--- src/logic/smart_identify_regs.vh ---
// Constants for the identify and health-monitoring responder
`ifndef SMART_IDENTIFY_REGS_VH
`define SMART_IDENTIFY_REGS_VH
`define OFF_CTRL        12'h000
`define OFF_STATUS      12'h004
`define OFF_FEATURES    12'h008
`define OFF_COMMAND     12'h00C
`define OFF_CYL         12'h010
`define OFF_SPARE       12'h014
`define OFF_ERASE_AVG   12'h018
`define OFF_SPARE_THR   12'h01C
`define OFF_COLL        12'h020
`define OFF_CAP         12'h024
`define OFF_DATA        12'h028
`define OFF_SCT         12'h02C
`define OFF_POWER_LOSS  12'h030
`define OFF_HOST_READ   12'h034
`define CMD_HEALTH      8'hB0
`define CMD_IDENTIFY    8'hEC
`define CMD_SET_FEAT    8'hEF
`define SUB_READ_DATA   8'hD0
`define SUB_READ_THR    8'hD1
`define SUB_AUTOSAVE    8'hD2
`define SUB_SAVE_ATTR   8'hD3
`define SUB_OFFLINE     8'hD4
`define SUB_READ_LOG    8'hD5
`define SUB_WRITE_LOG   8'hD6
`define SUB_ENABLE      8'hD8
`define SUB_DISABLE     8'hD9
`define SUB_STATUS      8'hDA
`define SF_WC_ON        8'h02
`define SF_WC_OFF       8'h82
`define SF_REVERT_OFF   8'h66
`define SF_REVERT_ON    8'hCC
`define SCT_ERC         16'h0003
`define SCT_FEAT        16'h0004
`define SCT_TABLES      16'h0005
`define CYL_OK          16'hC24F
`define CYL_BAD         16'h2CF4
`define ID_W47          16'h8001
`define ID_W80          16'h03F0
`define ID_W88          16'h007F
`define ID_W105         16'h0100
`define ID_W106         16'h5000
`define ID_W222         16'h107F
`define ID_SIG          8'hA5
`define HOST_READ_SHIFT 16
`define ATTR_POWER_LOSS 8'hAE
`define ATTR_HOST_READ  8'hF2
`define ATTR_CRC        8'hC7
`define ATTR_ERASE_FAIL 8'hAC
`define ATTR_PROG_FAIL  8'hB5
`define ATTR_READ_ERR   8'h01
`define HB_COLL_STAT    9'd362
`define HB_TEST_STAT    9'd363
`define HB_COLL_T0      9'd364
`define HB_COLL_T1      9'd365
`define HB_SPARE0       9'd418
`define HB_ERASE0       9'd420
`define HB_ATTR_FIRST   9'd2
`define HB_ATTR_LAST    9'd361
`define HB_CHECKSUM     9'd511
`define ATTR_SLOT       6'd12
`endif

--- src/logic/image_rom.v ---
// Identify word and health byte generator
`timescale 1ns/1ps
`default_nettype none
`include "smart_identify_regs.vh"
module image_rom #(
    parameter [127:0] SERIAL = 128'h4130_3030_3030_3030_3031_2020_2020_2020,
    parameter [63:0] FW_REV = 64'h5245_5631_2020_2020,
    parameter [127:0] MODEL = 128'h534F_4C49_4420_5354_4154_4520_4D4F_4420
) (
    input wire [7:0] word_idx,
    input wire [31:0] capacity,
    output reg [15:0] id_word,
    input wire [8:0] byte_idx,
    input wire [7:0] coll_stat,
    input wire [7:0] test_stat,
    input wire [15:0] coll_time,
    input wire [15:0] spare,
    input wire [31:0] erase_avg,
    input wire [31:0] power_loss,
    input wire [31:0] host_read_units,
    input wire [31:0] crc_errs,
    output reg [7:0] hb_byte
);
    wire [8:0] rel = byte_idx - `HB_ATTR_FIRST;
    // Twelve-byte slots; dividing by a constant keeps the slot walk free of extra counters
    wire [8:0] slot_num = rel / {3'h0, `ATTR_SLOT};
    wire [8:0] slot_byte = rel - slot_num * {3'h0, `ATTR_SLOT};
    reg [7:0] attr_id;
    reg [31:0] attr_raw;
    always @* begin
        id_word = 16'h0000;
        case (word_idx)
            8'd7: id_word = capacity[31:16];
            8'd8: id_word = capacity[15:0];
            8'd47: id_word = `ID_W47;
            8'd57: id_word = capacity[15:0];
            8'd58: id_word = capacity[31:16];
            8'd80: id_word = `ID_W80;
            8'd88: id_word = `ID_W88;
            8'd105: id_word = `ID_W105;
            8'd106: id_word = `ID_W106;
            8'd222: id_word = `ID_W222;
            8'd255: id_word = {8'h00, `ID_SIG};
            default: begin
                // Big-endian bytes per word, left justified
                if (word_idx >= 8'd10 && word_idx <= 8'd17)
                    id_word = SERIAL[127 - 16 * (word_idx - 8'd10) -: 16];
                else if (word_idx >= 8'd18 && word_idx <= 8'd19)
                    id_word = 16'h2020;
                else if (word_idx >= 8'd23 && word_idx <= 8'd26)
                    id_word = FW_REV[63 - 16 * (word_idx - 8'd23) -: 16];
                else if (word_idx >= 8'd27 && word_idx <= 8'd34)
                    id_word = MODEL[127 - 16 * (word_idx - 8'd27) -: 16];
                else if (word_idx >= 8'd35 && word_idx <= 8'd41)
                    id_word = 16'h2020;
            end
        endcase
    end
    // Attribute slots of twelve bytes: id, raw LSB first, zero pad
    always @* begin
        attr_id = 8'h00;
        attr_raw = 32'h0000_0000;
        case (slot_num)
            9'd0: begin attr_id = `ATTR_READ_ERR; attr_raw = 32'h0000_0000; end
            9'd1: begin attr_id = `ATTR_ERASE_FAIL; attr_raw = 32'h0000_0000; end
            9'd2: begin attr_id = `ATTR_POWER_LOSS; attr_raw = power_loss; end
            9'd3: begin attr_id = `ATTR_PROG_FAIL; attr_raw = 32'h0000_0000; end
            9'd4: begin attr_id = `ATTR_CRC; attr_raw = crc_errs; end
            9'd5: begin attr_id = `ATTR_HOST_READ; attr_raw = host_read_units; end
            default: begin attr_id = 8'h00; attr_raw = 32'h0000_0000; end
        endcase
    end
    always @* begin
        hb_byte = 8'h00;
        if (byte_idx >= `HB_ATTR_FIRST && byte_idx <= `HB_ATTR_LAST) begin
            case (slot_byte)
                9'd0: hb_byte = attr_id;
                9'd1: hb_byte = attr_raw[7:0];
                9'd2: hb_byte = attr_raw[15:8];
                9'd3: hb_byte = attr_raw[23:16];
                9'd4: hb_byte = attr_raw[31:24];
                default: hb_byte = 8'h00;
            endcase
        end else begin
            case (byte_idx)
                `HB_COLL_STAT: hb_byte = coll_stat;
                `HB_TEST_STAT: hb_byte = test_stat;
                `HB_COLL_T0: hb_byte = coll_time[7:0];
                `HB_COLL_T1: hb_byte = coll_time[15:8];
                `HB_SPARE0: hb_byte = spare[7:0];
                `HB_SPARE0 + 9'd1: hb_byte = spare[15:8];
                `HB_ERASE0: hb_byte = erase_avg[7:0];
                `HB_ERASE0 + 9'd1: hb_byte = erase_avg[15:8];
                `HB_ERASE0 + 9'd2: hb_byte = erase_avg[23:16];
                `HB_ERASE0 + 9'd3: hb_byte = erase_avg[31:24];
                default: hb_byte = 8'h00;
            endcase
        end
    end
endmodule // image_rom
`default_nettype wire

--- src/logic/smart_identify_responder.v ---
// APB-controlled identify and health-monitoring command responder
// Behaviour
// - Decode subcommands D0h through DAh as listed.
// - Return status reports spare-below-threshold through the cylinder register.
// - Read data returns one 512-byte health structure as data-in.
// - Collection status at 362, self-test status 363, collection time 364-365.
// - Spare block count at 418-419, average erase count at 420-423.
// - Reserved health bytes read as zero.
// - Fixed health bytes hold constants independent of state.
// - Bytes 2-361 hold attribute entries: id, raw value LSB first, zero pad.
// - Attributes include AEh power losses plus erase, program, read, CRC counters.
// - Attribute F2h counts host bytes read in 32 MB units.
// - Transport extension accepts action codes 0003h, 0004h, 0005h.
// - Set features 02h/82h write cache, 66h/CCh power-on revert.
// - Identify word 47 reads 8001h.
// - Sector count in words 7-8, MSW in word 7.
// - Capacity in words 57-58, LSW in word 57.
// - Serial, firmware, model are left-justified big-endian ASCII.
// - Word 106 sets bits 12 and 14, clears bit 15.
// - Word 105 reads 0100h.
// - Word 88 reads 007Fh.
// - Word 222 reads 107Fh.
// - Word 80 reads 03F0h.
// - Health subcommands share opcode B0h.
`timescale 1ns/1ps
`default_nettype none
`include "smart_identify_regs.vh"
module smart_identify_responder #(
    parameter [31:0] CAPACITY_DEF = 32'h0000_0000,
    parameter [15:0] SPARE_THR_DEF = 16'h0010
) (
    input wire ref_clk,
    input wire rstn,
    input wire psel,
    input wire penable,
    input wire pwrite,
    input wire [11:0] paddr,
    input wire [31:0] pwdata,
    output reg [31:0] prdata,
    output wire pready,
    output wire pslverr,
    output reg wcache_en_q,
    output reg revert_en_q
);
    localparam [1:0] ST_IDLE = 2'd0;
    localparam [1:0] ST_ID = 2'd1;
    localparam [1:0] ST_HB = 2'd2;

    reg [1:0] state_q;
    reg [8:0] idx_q;
    reg [7:0] features_q;
    reg [7:0] sum_q;
    reg [15:0] idsum_q;
    reg [15:0] cyl_q;
    reg [15:0] spare_q;
    reg [15:0] spare_thr_q;
    reg [31:0] erase_avg_q;
    reg [31:0] capacity_q;
    reg [31:0] power_loss_q;
    reg [31:0] host_read_q;
    reg [31:0] crc_q;
    reg [23:0] coll_q;
    reg [7:0] test_stat_q;
    reg [15:0] sct_q;
    reg health_en_q;
    reg autosave_q;
    reg abort_q;
    reg [15:0] data_q;
    reg data_valid_q;
    reg [15:0] id_word;
    reg [7:0] hb_byte;
    wire [15:0] id_word_w;
    wire [7:0] hb_byte_w;

    wire wr = psel && penable && pwrite;
    wire rd = psel && penable && !pwrite;
    assign pready = 1'b1;
    assign pslverr = 1'b0;

    image_rom u_rom (
        .word_idx(idx_q[7:0]),
        .capacity(capacity_q),
        .id_word(id_word_w),
        .byte_idx(idx_q),
        .coll_stat(coll_q[7:0]),
        .test_stat(test_stat_q),
        .coll_time(coll_q[23:8]),
        .spare(spare_q),
        .erase_avg(erase_avg_q),
        .power_loss(power_loss_q),
        .host_read_units(host_read_q),
        .crc_errs(crc_q),
        .hb_byte(hb_byte_w)
    );

    always @* begin
        id_word = id_word_w;
        hb_byte = hb_byte_w;
        if (idx_q[7:0] == 8'hFF)
            id_word = {(8'h00 - idsum_q[7:0] - `ID_SIG), `ID_SIG};
        if (idx_q == `HB_CHECKSUM)
            hb_byte = 8'h00 - sum_q;
    end

    always @(posedge ref_clk or negedge rstn) begin
        if (!rstn) begin
            state_q <= ST_IDLE;
            idx_q <= 9'd0;
            features_q <= 8'h00;
            sum_q <= 8'h00;
            idsum_q <= 16'h0000;
            cyl_q <= 16'h0000;
            spare_q <= 16'h0000;
            spare_thr_q <= SPARE_THR_DEF;
            erase_avg_q <= 32'h0000_0000;
            capacity_q <= CAPACITY_DEF;
            power_loss_q <= 32'h0000_0000;
            host_read_q <= 32'h0000_0000;
            crc_q <= 32'h0000_0000;
            coll_q <= 24'h000000;
            test_stat_q <= 8'h00;
            sct_q <= 16'h0000;
            health_en_q <= 1'b1;
            autosave_q <= 1'b0;
            abort_q <= 1'b0;
            data_q <= 16'h0000;
            data_valid_q <= 1'b0;
            wcache_en_q <= 1'b1;
            revert_en_q <= 1'b1;
        end else begin
            // Data staged one identify word or one health byte at a time; reading DATA pops the next one
            if (state_q == ST_ID && !data_valid_q) begin
                data_q <= id_word;
                data_valid_q <= 1'b1;
                idsum_q <= idsum_q + {8'h00, id_word[15:8]} + {8'h00, id_word[7:0]};
            end else if (state_q == ST_HB && !data_valid_q) begin
                data_q <= {8'h00, hb_byte};
                data_valid_q <= 1'b1;
                sum_q <= sum_q + hb_byte;
            end
            if (rd && paddr == `OFF_DATA && data_valid_q) begin
                data_valid_q <= 1'b0;
                if ((state_q == ST_ID && idx_q[7:0] == 8'hFF) || (state_q == ST_HB && idx_q == `HB_CHECKSUM))
                    state_q <= ST_IDLE;
                else
                    idx_q <= idx_q + 9'd1;
            end
            if (wr) begin
                case (paddr)
                    `OFF_FEATURES: features_q <= pwdata[7:0];
                    `OFF_SPARE: spare_q <= pwdata[15:0];
                    `OFF_ERASE_AVG: erase_avg_q <= pwdata;
                    `OFF_SPARE_THR: spare_thr_q <= pwdata[15:0];
                    `OFF_COLL: begin
                        coll_q <= pwdata[23:0];
                        test_stat_q <= pwdata[31:24];
                    end
                    `OFF_CAP: capacity_q <= pwdata;
                    `OFF_POWER_LOSS: power_loss_q <= pwdata;
                    `OFF_HOST_READ: host_read_q <= pwdata >> `HOST_READ_SHIFT;
                    `OFF_CTRL: crc_q <= pwdata;
                    `OFF_SCT: begin
                        abort_q <= !(pwdata[15:0] == `SCT_ERC || pwdata[15:0] == `SCT_FEAT ||
                            pwdata[15:0] == `SCT_TABLES);
                        sct_q <= pwdata[15:0];
                    end
                    `OFF_COMMAND: begin
                        abort_q <= 1'b0;
                        // A new command drops any transfer left pending, so stale data never streams
                        state_q <= ST_IDLE;
                        idx_q <= 9'd0;
                        data_valid_q <= 1'b0;
                        sum_q <= 8'h00;
                        idsum_q <= 16'h0000;
                        case (pwdata[7:0])
                            `CMD_IDENTIFY: state_q <= ST_ID;
                            `CMD_SET_FEAT: begin
                                case (features_q)
                                    `SF_WC_ON: wcache_en_q <= 1'b1;
                                    `SF_WC_OFF: wcache_en_q <= 1'b0;
                                    `SF_REVERT_OFF: revert_en_q <= 1'b0;
                                    `SF_REVERT_ON: revert_en_q <= 1'b1;
                                    default: abort_q <= 1'b1;
                                endcase
                            end
                            `CMD_HEALTH: begin
                                case (features_q)
                                    `SUB_READ_DATA: state_q <= ST_HB;
                                    `SUB_READ_THR: state_q <= ST_HB;
                                    `SUB_AUTOSAVE: autosave_q <= 1'b1;
                                    `SUB_SAVE_ATTR: autosave_q <= autosave_q;
                                    `SUB_OFFLINE: test_stat_q <= 8'h00;
                                    `SUB_READ_LOG: state_q <= ST_HB;
                                    `SUB_WRITE_LOG: abort_q <= 1'b0;
                                    `SUB_ENABLE: health_en_q <= 1'b1;
                                    `SUB_DISABLE: health_en_q <= 1'b0;
                                    `SUB_STATUS: cyl_q <= (spare_q < spare_thr_q) ? `CYL_BAD : `CYL_OK;
                                    default: abort_q <= 1'b1;
                                endcase
                            end
                            default: abort_q <= 1'b1;
                        endcase
                    end
                    default: abort_q <= abort_q;
                endcase
            end
        end
    end

    always @* begin
        prdata = 32'h0000_0000;
        if (rd) begin
            case (paddr)
                `OFF_STATUS: prdata = {26'h0, autosave_q, health_en_q, revert_en_q, wcache_en_q, abort_q,
                    data_valid_q};
                `OFF_FEATURES: prdata = {24'h0, features_q};
                `OFF_CYL: prdata = {16'h0, cyl_q};
                `OFF_SPARE: prdata = {16'h0, spare_q};
                `OFF_ERASE_AVG: prdata = erase_avg_q;
                `OFF_SPARE_THR: prdata = {16'h0, spare_thr_q};
                `OFF_COLL: prdata = {test_stat_q, coll_q};
                `OFF_CAP: prdata = capacity_q;
                `OFF_DATA: prdata = {15'h0, data_valid_q, data_q};
                `OFF_SCT: prdata = {16'h0, sct_q};
                default: prdata = 32'h0000_0000;
            endcase
        end
    end
endmodule // smart_identify_responder
`default_nettype wire

--- config.mk ---
export PLATFORM = sky130hd
export DESIGN_NAME = smart_identify_responder
export DESIGN_NICKNAME = d
export VERILOG_FILES = /design/src/logic/image_rom.v /design/src/logic/smart_identify_responder.v
export VERILOG_INCLUDE_DIRS = /design/src /design/src/logic
export SDC_FILE = /design/constraint.sdc
export NUM_CORES = 1
export LEC_CHECK = 0
export BUFFER_PORTS_ARGS = -buffer_cell sky130_fd_sc_hd__buf_2
export CELL_PAD_IN_SITES_DETAIL_PLACEMENT = 1
export CELL_PAD_IN_SITES_GLOBAL_PLACEMENT = 2
export CORE_AREA = 2 2 201 203
export CTS_BUF_LIST = sky130_fd_sc_hd__clkbuf_16
export CTS_CLUSTER_DIAMETER = 50
export DETAILED_ROUTE_END_ITERATION = 16
export DIE_AREA = 0 0 203 205
export GPL_ROUTABILITY_DRIVEN = 0
export PLACE_DENSITY = 0.84
export SLEW_MARGIN = 30
export SYNTH_ARGS = -nofsm -noshare
export SYNTH_HDL_FRONTEND = slang
export SYNTH_SLANG_ARGS = --single-unit
--- constraint.sdc ---
create_clock -name ref_clk -period 15.85 [get_ports ref_clk]
set_input_delay 0.7925 -clock ref_clk [delete_from_list [all_inputs] [get_ports ref_clk]]
set_output_delay 0.7925 -clock ref_clk [all_outputs]
set_load 0.03 [all_outputs]
==> results.json <==
{
  "power.switching_uw": 402,
  "regToRegEndpoint": "sum_q[7]$_DFF_PN0_",
  "synth_top_area_cell": "dfrtp_1",
  "area_growth_pct": 13.2,
  "cpMostUsedCell": "ha_1",
  "drcViolationCount": 0,
  "postCtsSetupRepairBufs": 0,
  "hold_class": "input port to asynchronous set/reset pin",
  "gr-total-overflow": 0,
  "grt_pass1_wl_mm": 98.8,
  "critPathCaptureType": "flop",
  "start_kind": "flop",
  "ys_seq_elements": 284,
  "h-tree-depth": 2,
  "setup-violations-final": 0,
  "fmax_mhz": 110,
  "leakage_uw": 0.00903,
  "power_frac_clock_pct": 54.3,
  "p_per_area_nw_per_um2": 87.6,
  "cts_root_buf": "clkbuf_16",
  "dpl.hpwl_mm": 46.6,
  "hold_violations": 0,
  "synth_nets": 1815,
  "die_h_um": 205,
  "clock_path_buffers": 3,
  "drive_gt1_share_pct": 23.7,
  "cts.clk_slew.worst_paths_ns": 0.05,
  "final_area_um2": 19500,
  "grt_pass1_vias": 15400,
  "combPwrFrac_pct": 3.1,
  "finalWirelength_mm": 65.3,
  "seqPwrFrac_pct": 42.6,
  "diodes": 0,
  "first_pass_iters": 9,
  "critical-path-max-stage-delay_ns": 0.67,
  "io_buffers": 82,
  "post_cts_resized": 0,
  "synth_area_leaders": "dfrtp_1, mux2_2, ha_1",
  "synth.avg_cell_area_um2": 10.2,
  "dr.first_iter.drc_count": 1677,
  "r2r-start": "idx_q[2]$_DFF_PN0_",
  "cpLargestDelayFamily": "compound AO/OA/AOI/OAI gates",
  "via_count": 15100,
  "fin_tns_setup_ns": 0,
  "cts_hold_buf": 0,
  "grt_max_degree": 85,
  "clock_sinks": 284,
  "start_util_pct": 43.7,
  "ys.flop_type": "dfrtp_1",
  "cp.arrival_ns": 9.53,
  "rows": 73,
  "ff2ff_path_depth": 32,
  "coreArea_um2": 39400,
  "synth_edf_count": 0,
  "wl_per_cell_um": 28.6,
  "synth_cells": 1695,
  "async_flop_share_pct": 100,
  "viasPerCell": 6.60,
  "ys_seq_area_share_pct": 41.3,
  "num_io_pins": 85,
  "p_int_uw": 1300,
  "switching_share_pct": 23.6,
  "crit_slowest_cell": "dfrtp_1",
  "fin_crit_sh_pct": 57.1,
  "tightest_slew_ns": 0.997,
  "status": "finished, final reports clean",
  "antenna_left": 0,
  "ir_drop_v": 0.0000873,
  "track_usage_pct": 31.6,
  "die-area_um2": 41600,
  "fin_skew_ns": 0.0287,
  "fin_crit_ns": 9.05,
  "yosys_warnings": 0,
  "synth.distinct_cells": 92,
  "nets": 1852,
  "slew_viol_final": 0,
  "synth.most_common_cell": "dfrtp_1",
  "antenna_found_initial": 1,
  "path_max_fanout": 25,
  "numCtsBuffers": 41,
  "cts_tree": "done",
  "timing.slew.headroom_pct": 32.9,
  "rsz0062_at_grt": "false",
  "die_w_um": 203,
  "synth.top_cell.area_share_pct": 40.7,
  "clk_latency_ns": 0.58,
  "hold_slack_ns": 0.203,
  "path_class": "flop to flop",
  "synth_common_cells": "dfrtp_1, mux2_2, nand2_1",
  "post_dp_cell_area_um2": 18100,
  "cap_violations": 0,
  "syn_area_um2": 17200,
  "critPathBufInv": 3,
  "worst_ep_required_time_ns": 16.33,
  "r2r_slack_ns": 6.80
}
[layer usage]
metal	vias up	global-route usage, %	wire (um)
met5	-	0	0
met4	0	12.9	2670
met3	148	6.30	4800
met2	639	51.3	30600
met1	7849	41.5	27200
li1	6466	-	-
[worst reg2reg max path, delay by kind of cell, from the launching register on]
family | cells | cell delay [ns]
buf+inv | 3 | 0.64
compound gates | 15 | 3.60
mux | 1 | 0.19
xor+xnor | 2 | 0.36
fa+ha+maj | 5 | 1.68
simple gates | 6 | 1.83
flops | 1 | 0.67
[worst max-delay path by stage]
stage	startpoint	end	depth (start not counted)
3_5_place_dp	idx_q[2]$_DFF_PN0_	sum_q[7]$_DFF_PN0_	32
5_1_grt	idx_q[2]$_DFF_PN0_	sum_q[7]$_DFF_PN0_	35
6_report	idx_q[2]$_DFF_PN0_	sum_q[7]$_DFF_PN0_	32
2_1_floorplan	idx_q[2]$_DFF_PN0_	sum_q[7]$_DFF_PN0_	34
3_3_place_gp	idx_q[2]$_DFF_PN0_	sum_q[7]$_DFF_PN0_	32
4_1_cts	idx_q[2]$_DFF_PN0_	sum_q[7]$_DFF_PN0_	32
[cells in the final DEF, fill, tap and decap left out, types with 21 or more instances in the layout]
cell type,count
a221oi_1,22
buf_2,81
nor2_1,100
a22oi_1,51
a222oi_1,55
ha_1,60
a21oi_1,72
a21o_1,23
mux2_2,206
nand2b_1,21
inv_1,65
xnor2_1,33
o21ai_0,80
a22o_1,25
nand3_1,28
dfrtp_1,280
clkbuf_16,42
nand2_1,135
buf_4,27
[kinds of logic after synthesis]
family          after synthesis  synth area share, %
mux                         210                 13.7
xor+xnor                     51                 2.92
buf+inv                     184                 4.21
fa+ha+maj                    72                 5.70
compound gates              459                 19.5
simple gates                433                 12.6
other cells                   2               0.0436
flops                       284                 41.3
[registers in the layout (all words and copies together) (netlist names), 9 cells and up]
| name | flops |
|---|---|
| data_q | 16 |
| sct_q | 16 |
| spare_thr_q | 16 |
| capacity_q | 32 |
| power_loss_q | 32 |
| host_read_q | 16 |
| erase_avg_q | 32 |
| spare_q | 16 |
| idx_q | 9 |
| crc_q | 32 |
| coll_q | 24 |
[power groups by stage]
stage                     Clock (uW)  Combinational (uW)  Sequential, uW
after floorplan                    0                16.1             740
after global placement             0                50.4             740
after detailed placement           0                52.4             740
after CTS                        939                52.5             727
after global routing             970                56.9             727
final                            927                52.2             728
[area by class of cell]
class                           instances  area [um2]
Fill cell                            4335       19900
Multi-Input combinational cell       1227        9440
Sequential cell                       284        7110
Clock buffer                           42        1050
Tap cell                              525         657
Timing Repair Buffer                  111         654
Clock inverter                         32         322
Inverter                               67         251
[stage by stage]
step	power (uW)	utilization, %	worst slack [ns]	std cells
after CTS	1720	49.5	6.90	2288
after global routing	1750	49.5	6.20	2288
after global placement	791	45.9	7.46	2213
after detailed placement	793	46.0	7.02	2214
after floorplan	756	-	8.30	1695
final	1710	49.5	6.80	2288
No activity file was read; power rests on OpenSTA's default activity.
